$ cat src/shared/lcd_seq_pkg.sv
// Purpose: Shared constants for the display reset and mode sequencer.
// Assumes: 25 MHz system clock; 32-bit Avalon-MM register port.
// Notes: Register offsets are byte addresses of aligned words.
package lcd_seq_pkg;

  // Clock and timing
  localparam int unsigned CLK_HZ = 25000000;
  localparam int unsigned POR_WAIT_US = 10000;
  localparam int unsigned POR_WAIT_CYCLES = (POR_WAIT_US * (CLK_HZ / 1000000));
  localparam int unsigned RESET_SEQ_CYCLES = 16;
  localparam int unsigned INT_CLK_DIV = 8;
  localparam int POR_CNT_W = 18;
  localparam int SEQ_CNT_W = 5;

  // Register map
  localparam logic [3:0] HOST_CYCLE_OFFSET = 4'h0;
  localparam logic [3:0] STATUS_OFFSET = 4'h4;
  localparam logic [3:0] STATUS_SNAP_OFFSET = 4'h8;
  localparam logic [31:0] UNMAPPED_READ_VALUE = 32'h00000000;

  // Host cycle register fields
  localparam int HC_BYTE_LSB = 0;
  localparam int HC_CD_BIT = 8;
  localparam int HC_DIR_BIT = 9;

  // Status register fields
  localparam int ST_MODE_LSB = 0;
  localparam int ST_RIP_BIT = 2;
  localparam int ST_BUSY_BIT = 3;
  localparam int ST_DRV_BIT = 4;
  localparam int ST_DC_LSB = 5;

  // Cycle type encodings
  localparam logic CYCLE_COMMAND = 1'b0;
  localparam logic CYCLE_DATA = 1'b1;
  localparam logic DIR_WRITE = 1'b0;
  localparam logic DIR_READ = 1'b1;

  // Operating mode codes
  localparam logic [1:0] MODE_RESET = 2'h0;
  localparam logic [1:0] MODE_SLEEP = 2'h2;
  localparam logic [1:0] MODE_NORMAL = 2'h3;

  // Command decoding
  localparam logic [7:0] CMD_SYSTEM_RESET = 8'he2;
  localparam logic [4:0] CMD_DISPLAY_ENABLE_TOP = 5'h15;
  localparam int DC_DRIVER_EN_BIT = 0;

  // Reset values
  localparam logic [2:0] DC_RESET_VALUE = 3'h0;
  localparam logic [7:0] SNAP_RESET_VALUE = 8'h00;

  // Sequencer phases
  typedef enum logic [1:0] {
    PHASE_POR_WAIT,
    PHASE_RESET_SEQ,
    PHASE_RUN
  } phase_t;

endpackage : lcd_seq_pkg

$ cat src/rtl/lcd_reset_mode_sequencer.sv
// Purpose: Reset and operating mode control of a passive matrix display driver.
// Assumes: Host cycles arrive as writes to the host cycle register.
// Notes: Mode changes from the display command wait for an internal clock tick.
`timescale 1ns/1ns
`default_nettype none

module lcd_reset_mode_sequencer #(
  parameter int unsigned POR_WAIT_CYCLES = lcd_seq_pkg::POR_WAIT_CYCLES
) (
  // Clock and reset
  input wire logic clk_sys,
  input wire logic nrst,
  // Avalon-MM register slave
  input wire logic [3:0] avs_address,
  input wire logic avs_read,
  input wire logic avs_write,
  input wire logic [31:0] avs_writedata,
  output logic [31:0] avs_readdata,
  output logic avs_waitrequest,
  // Device pins and analog status
  input wire logic reset_pin_n,
  input wire logic lcd_drive_voltage_external,
  input wire logic lcd_drive_voltage_ready,
  input wire logic bias_voltage_ready,
  // Mode and status
  output logic [1:0] operating_mode_code,
  output logic reset_in_progress_flag,
  output logic busy_flag,
  output logic [2:0] display_control_field,
  // Power and driver controls
  output logic int_clock_run,
  output logic charge_pump_on,
  output logic drivers_on,
  output logic drain_lcd_drive_voltage_on,
  output logic drain_bias_on,
  // Decoded traffic to other blocks
  output logic cmd_strobe,
  output logic [7:0] cmd_byte,
  output logic ram_write_strobe,
  output logic [7:0] ram_write_data
);

  typedef struct packed {
    lcd_seq_pkg::phase_t phase;
    logic [lcd_seq_pkg::POR_CNT_W-1:0] por_cnt;
    logic [lcd_seq_pkg::SEQ_CNT_W-1:0] seq_cnt;
    logic [1:0] mode;
    logic [2:0] dc;
    logic mode_pending;
    logic [7:0] snap;
    logic ack;
    logic [31:0] rdata;
    logic cmd_stb;
    logic [7:0] cmd_val;
    logic ram_stb;
    logic [7:0] ram_val;
    logic drv_on;
  } state_t;

  localparam logic [lcd_seq_pkg::POR_CNT_W-1:0] POR_LAST =
    lcd_seq_pkg::POR_CNT_W'(POR_WAIT_CYCLES - 1);
  localparam logic [lcd_seq_pkg::SEQ_CNT_W-1:0] SEQ_LAST =
    lcd_seq_pkg::SEQ_CNT_W'(lcd_seq_pkg::RESET_SEQ_CYCLES - 1);

  state_t state_reg;
  state_t state_next;
  logic int_tick;

  // Internal clock edges; also paces mode updates
  tick_divider #(
    .DIV(lcd_seq_pkg::INT_CLK_DIV)
  ) u_int_clk (
    .clk_sys(clk_sys),
    .nrst(nrst),
    .tick(int_tick)
  );

  // Bus decode helpers
  logic access;
  logic take;
  logic wr_host;
  logic rd_status;
  logic rd_snap;
  logic [7:0] hc_byte;
  logic hc_cd;
  logic hc_dir;
  logic in_reset;
  logic is_disp_en;
  logic [1:0] target_mode;
  logic [7:0] status_byte;
  logic [31:0] status_word;
  logic volts_ready;
  logic is_command;
  logic is_write;
  logic cyc_ram_write;
  logic cyc_read_status;
  logic cyc_sys_reset;
  logic cyc_disp_en;
  logic cyc_other_cmd;
  logic mode_normal;
  logic mode_step;
  logic por_done;
  logic seq_done;
  logic pin_reset;
  logic [31:0] rdata_sel;

  assign access = avs_read | avs_write;
  // Request completes on the cycle after it is first seen
  assign take = access & state_reg.ack;
  assign wr_host = take & avs_write & (avs_address == lcd_seq_pkg::HOST_CYCLE_OFFSET);
  assign rd_status = avs_read & (avs_address == lcd_seq_pkg::STATUS_OFFSET);
  assign rd_snap = avs_read & (avs_address == lcd_seq_pkg::STATUS_SNAP_OFFSET);

  assign hc_byte = avs_writedata[lcd_seq_pkg::HC_BYTE_LSB +: 8];
  assign hc_cd = avs_writedata[lcd_seq_pkg::HC_CD_BIT];
  assign hc_dir = avs_writedata[lcd_seq_pkg::HC_DIR_BIT];

  assign in_reset = (state_reg.phase != lcd_seq_pkg::PHASE_RUN);
  assign is_disp_en = (hc_byte[7:3] == lcd_seq_pkg::CMD_DISPLAY_ENABLE_TOP);

  // Mode follows driver enable of the display control field
  assign target_mode = state_reg.dc[lcd_seq_pkg::DC_DRIVER_EN_BIT] ?
    lcd_seq_pkg::MODE_NORMAL : lcd_seq_pkg::MODE_SLEEP;

  // Both voltages must be back before drivers leave idle
  assign volts_ready = lcd_drive_voltage_ready & bias_voltage_ready;

  // Host cycle kinds; at most one is set per taken write
  // Decoded only on the answering edge, so a held request acts once
  assign is_command = (hc_cd == lcd_seq_pkg::CYCLE_COMMAND);
  assign is_write = (hc_dir == lcd_seq_pkg::DIR_WRITE);
  assign cyc_ram_write = wr_host & ~is_command & is_write;
  assign cyc_read_status = wr_host & is_command & ~is_write;
  assign cyc_sys_reset = wr_host & is_command & is_write &
    (hc_byte == lcd_seq_pkg::CMD_SYSTEM_RESET);
  assign cyc_disp_en = wr_host & is_command & is_write & is_disp_en;
  assign cyc_other_cmd = wr_host & is_command & is_write & ~is_disp_en &
    (hc_byte != lcd_seq_pkg::CMD_SYSTEM_RESET);

  // Clock, pump and drains all key off one decode
  assign mode_normal = (state_reg.mode == lcd_seq_pkg::MODE_NORMAL);

  // Outside reset, mode moves only on an internal clock edge
  assign mode_step = ~in_reset & state_reg.mode_pending & int_tick;

  // Sequence counters at their last count
  assign por_done = (state_reg.por_cnt == POR_LAST);
  assign seq_done = (state_reg.seq_cnt == SEQ_LAST);

  // Pin level is already synchronous to the system clock
  assign pin_reset = ~reset_pin_n;

  always_comb begin
    status_byte = 8'h00;
    status_byte[lcd_seq_pkg::ST_MODE_LSB +: 2] = state_reg.mode;
    status_byte[lcd_seq_pkg::ST_RIP_BIT] = in_reset;
    status_byte[lcd_seq_pkg::ST_BUSY_BIT] = in_reset;
    status_byte[lcd_seq_pkg::ST_DRV_BIT] = state_reg.drv_on;
    status_byte[lcd_seq_pkg::ST_DC_LSB +: 3] = state_reg.dc;
    status_word = {24'h000000, status_byte};
  end

  // Read data picked in the first cycle, shown in the second
  always_comb begin
    // Unmapped offsets read as zero
    rdata_sel = lcd_seq_pkg::UNMAPPED_READ_VALUE;
    if (rd_status) begin
      // Status read is always served, reset or not
      rdata_sel = status_word;
    end else if (rd_snap) begin
      rdata_sel = {24'h000000, state_reg.snap};
    end
  end

  always_comb begin
    state_next = state_reg;
    state_next.cmd_stb = 1'b0;
    state_next.ram_stb = 1'b0;

    // Bus handshake: one wait cycle, then answer
    state_next.ack = access & ~state_reg.ack;
    if (access & ~state_reg.ack) begin
      state_next.rdata = rdata_sel;
    end

    // Reset sequence
    case (state_reg.phase)
      lcd_seq_pkg::PHASE_POR_WAIT: begin
        if (por_done) begin
          state_next.phase = lcd_seq_pkg::PHASE_RESET_SEQ;
          state_next.seq_cnt = '0;
        end else begin
          state_next.por_cnt = state_reg.por_cnt + 1'b1;
        end
      end
      lcd_seq_pkg::PHASE_RESET_SEQ: begin
        if (seq_done) begin
          // Flags drop and decoding resumes
          state_next.phase = lcd_seq_pkg::PHASE_RUN;
        end else begin
          state_next.seq_cnt = state_reg.seq_cnt + 1'b1;
        end
      end
      lcd_seq_pkg::PHASE_RUN: begin
        // Host cycles; any order, no spacing needed
        if (cyc_ram_write) begin
          // RAM keeps and accepts data in Sleep too
          state_next.ram_stb = 1'b1;
          state_next.ram_val = hc_byte;
        end
        // Data read cycles are not decoded and fall through
        if (cyc_sys_reset) begin
          state_next.phase = lcd_seq_pkg::PHASE_RESET_SEQ;
          state_next.seq_cnt = '0;
        end
        if (cyc_disp_en) begin
          if (hc_byte[2:0] != state_reg.dc) begin
            state_next.mode_pending = 1'b1;
          end
          state_next.dc = hc_byte[2:0];
        end
        if (cyc_other_cmd) begin
          state_next.cmd_stb = 1'b1;
          state_next.cmd_val = hc_byte;
        end
      end
      default: begin
        state_next.phase = lcd_seq_pkg::PHASE_RESET_SEQ;
        state_next.seq_cnt = '0;
      end
    endcase

    // Command writes seen while resetting are dropped, not queued
    // Read-status cycles execute in every phase, reset too
    if (cyc_read_status) begin
      state_next.snap = status_byte;
    end

    // Deferred mode update on an internal clock edge
    if (mode_step) begin
      state_next.mode = target_mode;
      state_next.mode_pending = 1'b0;
    end

    // Driver release waits for ready voltages in Normal
    state_next.drv_on = (state_next.mode == lcd_seq_pkg::MODE_NORMAL) &
      volts_ready & ~state_next.mode_pending;

    // Pin reset wins over everything else
    if (pin_reset) begin
      state_next.phase = lcd_seq_pkg::PHASE_RESET_SEQ;
      state_next.seq_cnt = '0;
      state_next.cmd_stb = 1'b0;
      state_next.ram_stb = 1'b0;
    end

    // Any reset restores the display control default, clears a pending mode change and enters Reset mode
    if (state_next.phase == lcd_seq_pkg::PHASE_RESET_SEQ &&
        state_reg.phase != lcd_seq_pkg::PHASE_RESET_SEQ) begin
      state_next.mode = lcd_seq_pkg::MODE_RESET;
      state_next.dc = lcd_seq_pkg::DC_RESET_VALUE;
      state_next.mode_pending = 1'b0;
      state_next.drv_on = 1'b0;
    end
    if (state_next.phase != lcd_seq_pkg::PHASE_RUN) begin
      state_next.mode = lcd_seq_pkg::MODE_RESET;
      state_next.drv_on = 1'b0;
    end
  end

  always_ff @(posedge clk_sys or negedge nrst) begin
    if (!nrst) begin
      state_reg.phase <= lcd_seq_pkg::PHASE_POR_WAIT;
      state_reg.por_cnt <= '0;
      state_reg.seq_cnt <= '0;
      state_reg.mode <= lcd_seq_pkg::MODE_RESET;
      state_reg.dc <= lcd_seq_pkg::DC_RESET_VALUE;
      state_reg.mode_pending <= 1'b0;
      state_reg.snap <= lcd_seq_pkg::SNAP_RESET_VALUE;
      state_reg.ack <= 1'b0;
      state_reg.rdata <= 32'h00000000;
      state_reg.cmd_stb <= 1'b0;
      state_reg.cmd_val <= 8'h00;
      state_reg.ram_stb <= 1'b0;
      state_reg.ram_val <= 8'h00;
      state_reg.drv_on <= 1'b0;
    end else begin
      state_reg <= state_next;
    end
  end

  // Register port
  assign avs_waitrequest = access & ~state_reg.ack;
  assign avs_readdata = state_reg.rdata;

  // Status outputs
  assign operating_mode_code = state_reg.mode;
  assign reset_in_progress_flag = in_reset;
  assign busy_flag = in_reset;
  // Sleep leaves the field untouched
  assign display_control_field = state_reg.dc;

  // Power controls follow the mode table
  assign int_clock_run = mode_normal;
  assign charge_pump_on = mode_normal;
  assign drivers_on = state_reg.drv_on;
  // Never sink an externally supplied drive voltage
  assign drain_lcd_drive_voltage_on = ~mode_normal & ~lcd_drive_voltage_external;
  assign drain_bias_on = ~mode_normal;

  // Decoded traffic
  assign cmd_strobe = state_reg.cmd_stb;
  assign cmd_byte = state_reg.cmd_val;
  assign ram_write_strobe = state_reg.ram_stb;
  assign ram_write_data = state_reg.ram_val;

endmodule : lcd_reset_mode_sequencer

`default_nettype wire

$ cat src/rtl/tick_divider.sv
// Purpose: Divides the system clock into a one-cycle enable pulse.
// Assumes: DIV of at least 2.
// Notes: Free running; stands in for the internal oscillator edge.
`timescale 1ns/1ns
`default_nettype none

module tick_divider #(
  parameter int unsigned DIV = 8
) (
  // Clock and reset
  input wire logic clk_sys,
  input wire logic nrst,
  // Enable pulse
  output logic tick
);

  localparam int CW = $clog2(DIV);
  localparam logic [CW-1:0] LAST = CW'(DIV - 1);

  logic [CW-1:0] count_reg;
  logic [CW-1:0] count_next;

  always_comb begin
    count_next = (count_reg == LAST) ? '0 : count_reg + 1'b1;
  end

  always_ff @(posedge clk_sys or negedge nrst) begin
    if (!nrst) begin
      count_reg <= '0;
    end else begin
      count_reg <= count_next;
    end
  end

  assign tick = (count_reg == LAST);

endmodule : tick_divider

`default_nettype wire

$ cat config.mk
export PLATFORM = sky130hd
export DESIGN_NAME = lcd_reset_mode_sequencer
export DESIGN_NICKNAME = d
export VERILOG_FILES = /design/src/shared/lcd_seq_pkg.sv /design/src/rtl/lcd_reset_mode_sequencer.sv /design/src/rtl/tick_divider.sv
export SDC_FILE = /design/constraint.sdc
export NUM_CORES = 1
export LEC_CHECK = 0
export ABC_AREA = 1
export BUFFER_PORTS_ARGS = -buffer_cell sky130_fd_sc_hd__buf_2
export CAP_MARGIN = 30
export CORE_MARGIN = 4
export CORE_UTILIZATION = 47
export DETAILED_ROUTE_END_ITERATION = 6
export GPL_ROUTABILITY_DRIVEN = 0
export PLACE_DENSITY = 0.83
export SETUP_SLACK_MARGIN = 0.2
export SYNTH_ARGS = -nofsm -noshare
export SYNTH_HDL_FRONTEND = slang
export SYNTH_SLANG_ARGS = --single-unit
$ cat constraint.sdc
create_clock -name clk_sys -period 1.3 [get_ports clk_sys]
set_input_delay 0.26 -clock clk_sys [delete_from_list [all_inputs] [get_ports clk_sys]]
set_output_delay 0.26 -clock clk_sys [all_outputs]
set_load 0.1 [all_outputs]
* After elaboration in Yosys (flattened, before gate mapping)
Index checks and enable logic that the tools add are counted.
** Word-level totals
- Memory bits (read-only) :: 0
- Output and inout bits :: 63
- Bits of input ports :: 44
- Bits in latches :: 0
- Register bits :: 94
- Memories kept :: 0
- RAM bits :: 0
** Cells by class
- Shift operators :: 0
- Div/mod/pow operators :: 0
- Reduce and logical (&&, ||, !) cells :: 10
- Mux-type cells :: 28
- Eq/ne operators :: 20
- Bitwise logic cells :: 31
- $lt $le $gt $ge :: 0
- Multiply operators :: 0
- Add/sub/neg operators :: 3
** Operators by type and width (count)
- 1-bit AND :: 21
- 5-bit two-way mux :: 4
- 18-bit by 1-bit adder with 18-bit output (second input constant) :: 1
- 18-bit equality test (second input constant) :: 1
- 18-bit two-way mux :: 1
- 9-bit two-way mux :: 2
- 8-bit two-way mux :: 2
- 5-bit case mux with 3 select lines :: 1
- 2-bit two-way mux :: 6
- 3-bit inequality test (second input constant) :: 3
- 1-bit NOT :: 9
- 8-bit equality test (second input constant) :: 1
- 4-bit two-way mux :: 2
- 8-bit inequality test (second input constant) :: 1
- 2-bit AND reduction :: 4
- 1-bit two-way mux :: 7
- 2-bit equality test (second input constant) :: 3
- 6-bit two-way mux :: 1
- 2-bit case mux with 3 select lines :: 1
- 5-bit by 1-bit adder with 5-bit output (second input constant) :: 1
- 5-bit by 4-bit equality test with 1-bit output (second input constant) :: 1
- 5-bit equality test (second input constant) :: 1
- 2-bit by 1-bit equality test with 1-bit output (second input constant) :: 2
- 4-bit by 3-bit equality test with 1-bit output (second input constant) :: 1
- other kinds (13) :: 15

* Logic depth before layout (Yosys ltp)
- Depth after elaboration :: 14
- Gate-level depth with buffers :: 10
- Mapped depth without buffers :: 10

* By module
Synthesis repeated with hierarchy kept, for this count alone.
** Unflattened totals
- Cells, all modules :: 453
- Area, all modules :: 3797.4 um2
** Modules (own cells, without submodules)
- lcd_reset_mode_sequencer :: instances 1, area an instance 3693.5 um2, cells each 447
- tick_divider :: instances 1, area an instance 103.8 um2, cells each 6

* Worst setup path before layout
OpenSTA, ideal clock, no wires.
- Kind :: flip-flop to output port
- Start :: reg state_reg (netlist bit operating_mode_code[1])
- End :: out drain_lcd_drive_voltage_on
- Cell stages (with the launch flop) :: 4
- Slack :: -2.169 ns
- Data arrival time :: 3.209 ns
- Data required time :: 1.040 ns
- Path through :: dfrtp_1 -> nand2_1 -> inv_1 -> nor2_1
** Between the ends
- Longest elaborated chain between the ends :: 3
** Ends and longest elaborated chain
- start: declaration :: line lcd_reset_mode_sequencer.sv:65 : state_t state_reg;
- start signal: assignment :: line lcd_reset_mode_sequencer.sv:288 : state_reg <= state_next;
- 2-bit equality test :: line lcd_reset_mode_sequencer.sv:141 : assign mode_normal = (state_reg.mode == lcd_seq_pkg::MODE_NORMAL);
- 1-bit NOT
- via drain_bias_on :: line lcd_reset_mode_sequencer.sv:35 : output logic drain_bias_on,
- 1-bit AND :: line lcd_reset_mode_sequencer.sv:308 : assign drain_lcd_drive_voltage_on = ~mode_normal & ~lcd_drive_voltage_external;
- end: declaration :: line lcd_reset_mode_sequencer.sv:34 : output logic drain_lcd_drive_voltage_on,
The timed path passes the listed nets, and every way through them passes these cells.

* Worst setup path in the final report
- Start :: reg state_reg[67] in the netlist's numbering
- End :: reg state_reg[67] in the netlist's numbering
** Between the ends
- Longest elaborated chain between the ends :: 4
** Ends and longest elaborated chain
- 5-bit by 1-bit adder with 5-bit output :: line lcd_reset_mode_sequencer.sv:201 : state_next.seq_cnt = state_reg.seq_cnt + 1'b1;
- 5-bit two-way mux :: line lcd_reset_mode_sequencer.sv:197 : if (seq_done) begin
- 5-bit case mux with 3 select lines :: line lcd_reset_mode_sequencer.sv:187 : case (state_reg.phase)
- 5-bit two-way mux :: line lcd_reset_mode_sequencer.sv:250 : if (pin_reset) begin
Several ways; a longest one is shown, not always the timed one. The select of a mux whose other input is x is not followed.
A chain may end at the register's enable or synchronous reset.

==> key figures <==
Run status
  • Status: complete, but fails checks
  • Failing checks: DRC, setup timing

STA
  • Max Clk Rate: 568 MHz
  • Max Clock Skew: 17.8 ps
  • Final WS setup: -461 ps
  • Fin. Hold Viols: 0
  • Final Cycle Share: 1.35
  • Unrepaired setup endpoints after global routing: yes
  • Final setup violation count: 76
  • Final Max Tran Viols: 0
  • Min Tclk post-route: 1760 ps
  • Worst Hold Slack: 201 ps

Global route
  • M2 GR Usage: 0.529
  • Met3 usage: 0.0546
  • Met1 Usage GRT: 0.274
  • GRT Total Usage: 0.275
  • Initial antenna violation count: 0
  • Largest net degree at the start of global routing: 69
  • First-pass GRT wire length: 20.7 mm
  • Gr busiest metal: met2
  • Vias in the first global route: 4014
  • Total congestion overflow: 0

Detailed routing
  • Detailed router's first-iteration violation count: 410
  • Vias per inst: 5.92
  • Total Wirelength: 17.9 mm
  • ANT nets after route: 0
  • WL/cell: 25.1 um
  • Via count: 4228
  • DRT Pass-1 Iters: 7
  • Drt drc: 6

CTS
  • CTS tree: done
  • Clock-pin transition on the worst setup and hold timing paths: 100 ps
  • TritonCTS Buffers: 9
  • Latest clock arrival within the worst-skew pair: 370 ps
  • H-tree depth reported by CTS: 3
  • Clock sinks: 68
  • Clock Tree Buf Depth: 2
  • CTS root buf: clkbuf_8

Setup path
  • Slowest-stage cell, CP: dfrtp_1
  • Critical Path Start Type: flip-flop
  • Worst setup EP type: flip-flop
  • Max stage delay on crit path: 400 ps
  • Crit path DAT: 2000 ps
  • WP data required: 1540 ps
  • R2r setup slk: -460 ps
  • Critical path class: reg2reg
  • Crit path max fanout: 6
  • CP cell instances: ha_2 -> nand2_2 -> nor2_2 -> ha_2 -> nand2_2 -> a21oi_2 -> nand3_2 -> buf_6 -> nand3_2 -> o21ai_1

Layout
  • Max reg flops: 34
  • Commonest cells after routing, fill and taps aside: 82 x buf_4, 59 x dfrtp_1, 42 x buf_12
  • Core Util, Final: 0.853
  • Layout cells sized above 1: 0.616
  • Fillers: 311
  • Final Instance Area: 0.00662 sq mm
  • Layout area overhead: 75.4%
  • Layout Cells excl Fill: 714
  • Diodes inserted: 0
  • Most common cell after layout, fill and taps aside: buf_4
  • # nets final: 656

Floorplanning
  • Total core area: 0.00777 sq mm
  • Row count: 32
  • Die Wd: 97.6 um
  • Die H: 97.6 um
  • Initial core utilization: 0.486
  • Die area: 0.00953 sq mm
  • Ports: 107

Power
  • Power Density: 887 mW/mm^2
  • Peak VDD IR: 0.563 mV
  • Leakage Power: 3.22 nW

Synthesis
  • Most used DFF post-synth: dfrtp_1
  • Synth cell types: 34
  • Mean Syn Cell Area: 8.50 sq um
  • Area contributors post-synth: dfrtp_1 45%, buf_4 11%, nand2_1 8.1%
  • Async SR Flop Fraction: 1.00
  • Sequential fraction of the synthesis area: 0.451
  • Post-synth EDFFs: 0
  • Synth Register Bits: 68
  • Warnings, synthesis: 0
  • Largest area contributor in the netlist: dfrtp_1
  • Post-Syn Area: 0.00377 sq mm
  • Post-synth top area share: 0.451
  • Post-Syn Instances: 444

Placement
  • Post-DP HPWL: 7.26 mm
  • Pre-CTS setup slack: -371 ps
  • Placed instance area: 0.00500 sq mm
  • Port Buffers: 60
  • Dpl cells: 627

Flow run
  • Max cap viols: 0

Hold path
  • Hold Path Class: in2reg
==> per-stage QoR <==
stage,TNS (ps),power (mW)
floorplan,-3730,3.17
global placement,-3650,3.44
detailed placement,-7100,3.47
CTS,-6720,5.64
global route,-23890,6.01
finish,-18840,5.88
==> worst paths after layout <==
check / to / depth (start not counted) / start
setup reg to reg: state_reg[67]$_DFFE_PN0P_ / 10 / state_reg[67]$_DFFE_PN0P_
hold / removal: cmd_byte[4]$_DFFE_PN0P_ / 3 / avs_writedata[4]
max in group asynchronous: ram_write_strobe$_DFF_PN0_ / 3 / nrst
min in group asynchronous: ram_write_data[2]$_DFFE_PN0P_ / 3 / nrst
hold reg to reg: u_int_clk.count_reg[0]$_DFF_PN0_ / 1 / u_int_clk.count_reg[0]$_DFF_PN0_
setup / recovery: state_reg[67]$_DFFE_PN0P_ / 10 / state_reg[67]$_DFFE_PN0P_
==> Yosys cell counts (all sizes together) (2+ instances only) <==
library cell,instances
and2,2
a21oi,9
dfrtp,68
xor2,13
nand4,12
buf,62
o221ai,7
inv,55
o21a,7
xnor2,5
o21ai,33
nor3,9
nand2,82
nor2,46
nand3b,3
nand3,20
ha,5
==> cell families (layout without fill, tap and decap cells) <==
kind of cell             Yosys count  in the layout  synth area share
adder cells (fa/ha/maj)            5              5            0.0166
AO/OA/AOI/OAI                     57             57            0.0955
flip-flops                        68             68             0.451
buffers and inverters            119            260             0.184
AND/OR/NAND/NOR                  176            180             0.210
other                              1             24          0.000993
XOR/XNOR                          18             18            0.0418
==> what timing repair did <==
| action | CTS | global route |
|---|---|---|
| resized for setup | 101 | 117 |
| setup endpoints to repair | 103 | 104 |
| hold buffers | 1 | 0 |
| cloned | 7 | 1 |
| buffers inserted | 33 | 29 |
| endpoints found under the hold margin | 68 | 0 |
| pin swaps | 25 | 41 |
==> routing by layer <==
| layer | up-vias | share of wire |
|---|---|---|
| met5 | - | 0 |
| met4 | 0 | 0.087 |
| met3 | 134 | 0.074 |
| met2 | 346 | 0.51 |
| met1 | 2066 | 0.33 |
| li1 | 1682 | - |
==> worst max-delay path, delay by kind of cell (launching register included) <==
kind | cells | cell delay [ps]
adder cells (fa/ha/maj) | 2 | 400
buffers and inverters | 1 | 170
AND/OR/NAND/NOR | 5 | 410
flip-flops | 1 | 400
AO/OA/AOI/OAI | 2 | 250
==> where the power goes <==
part           switching (mW)  internal (mW)  leakage (nW)
clock network           0.940           1.28         0.109
registers              0.0709           2.17         0.910
logic                   0.984          0.437          2.20
total                    2.00           3.88          3.22
==> final cells by class <==
cell class,count,area [sq um],area share
clock buffer,10,128,0.0193
clock inverter,6,113,0.0170
inverter,56,248,0.0374
multi-input combinational,284,2240,0.338
sequential,68,1720,0.259
tap,102,128,0.0193
timing repair buffer,187,2040,0.308
timing repair inverter,1,11.3,0.00170
Note: power is estimated with default switching activity, not from simulation.
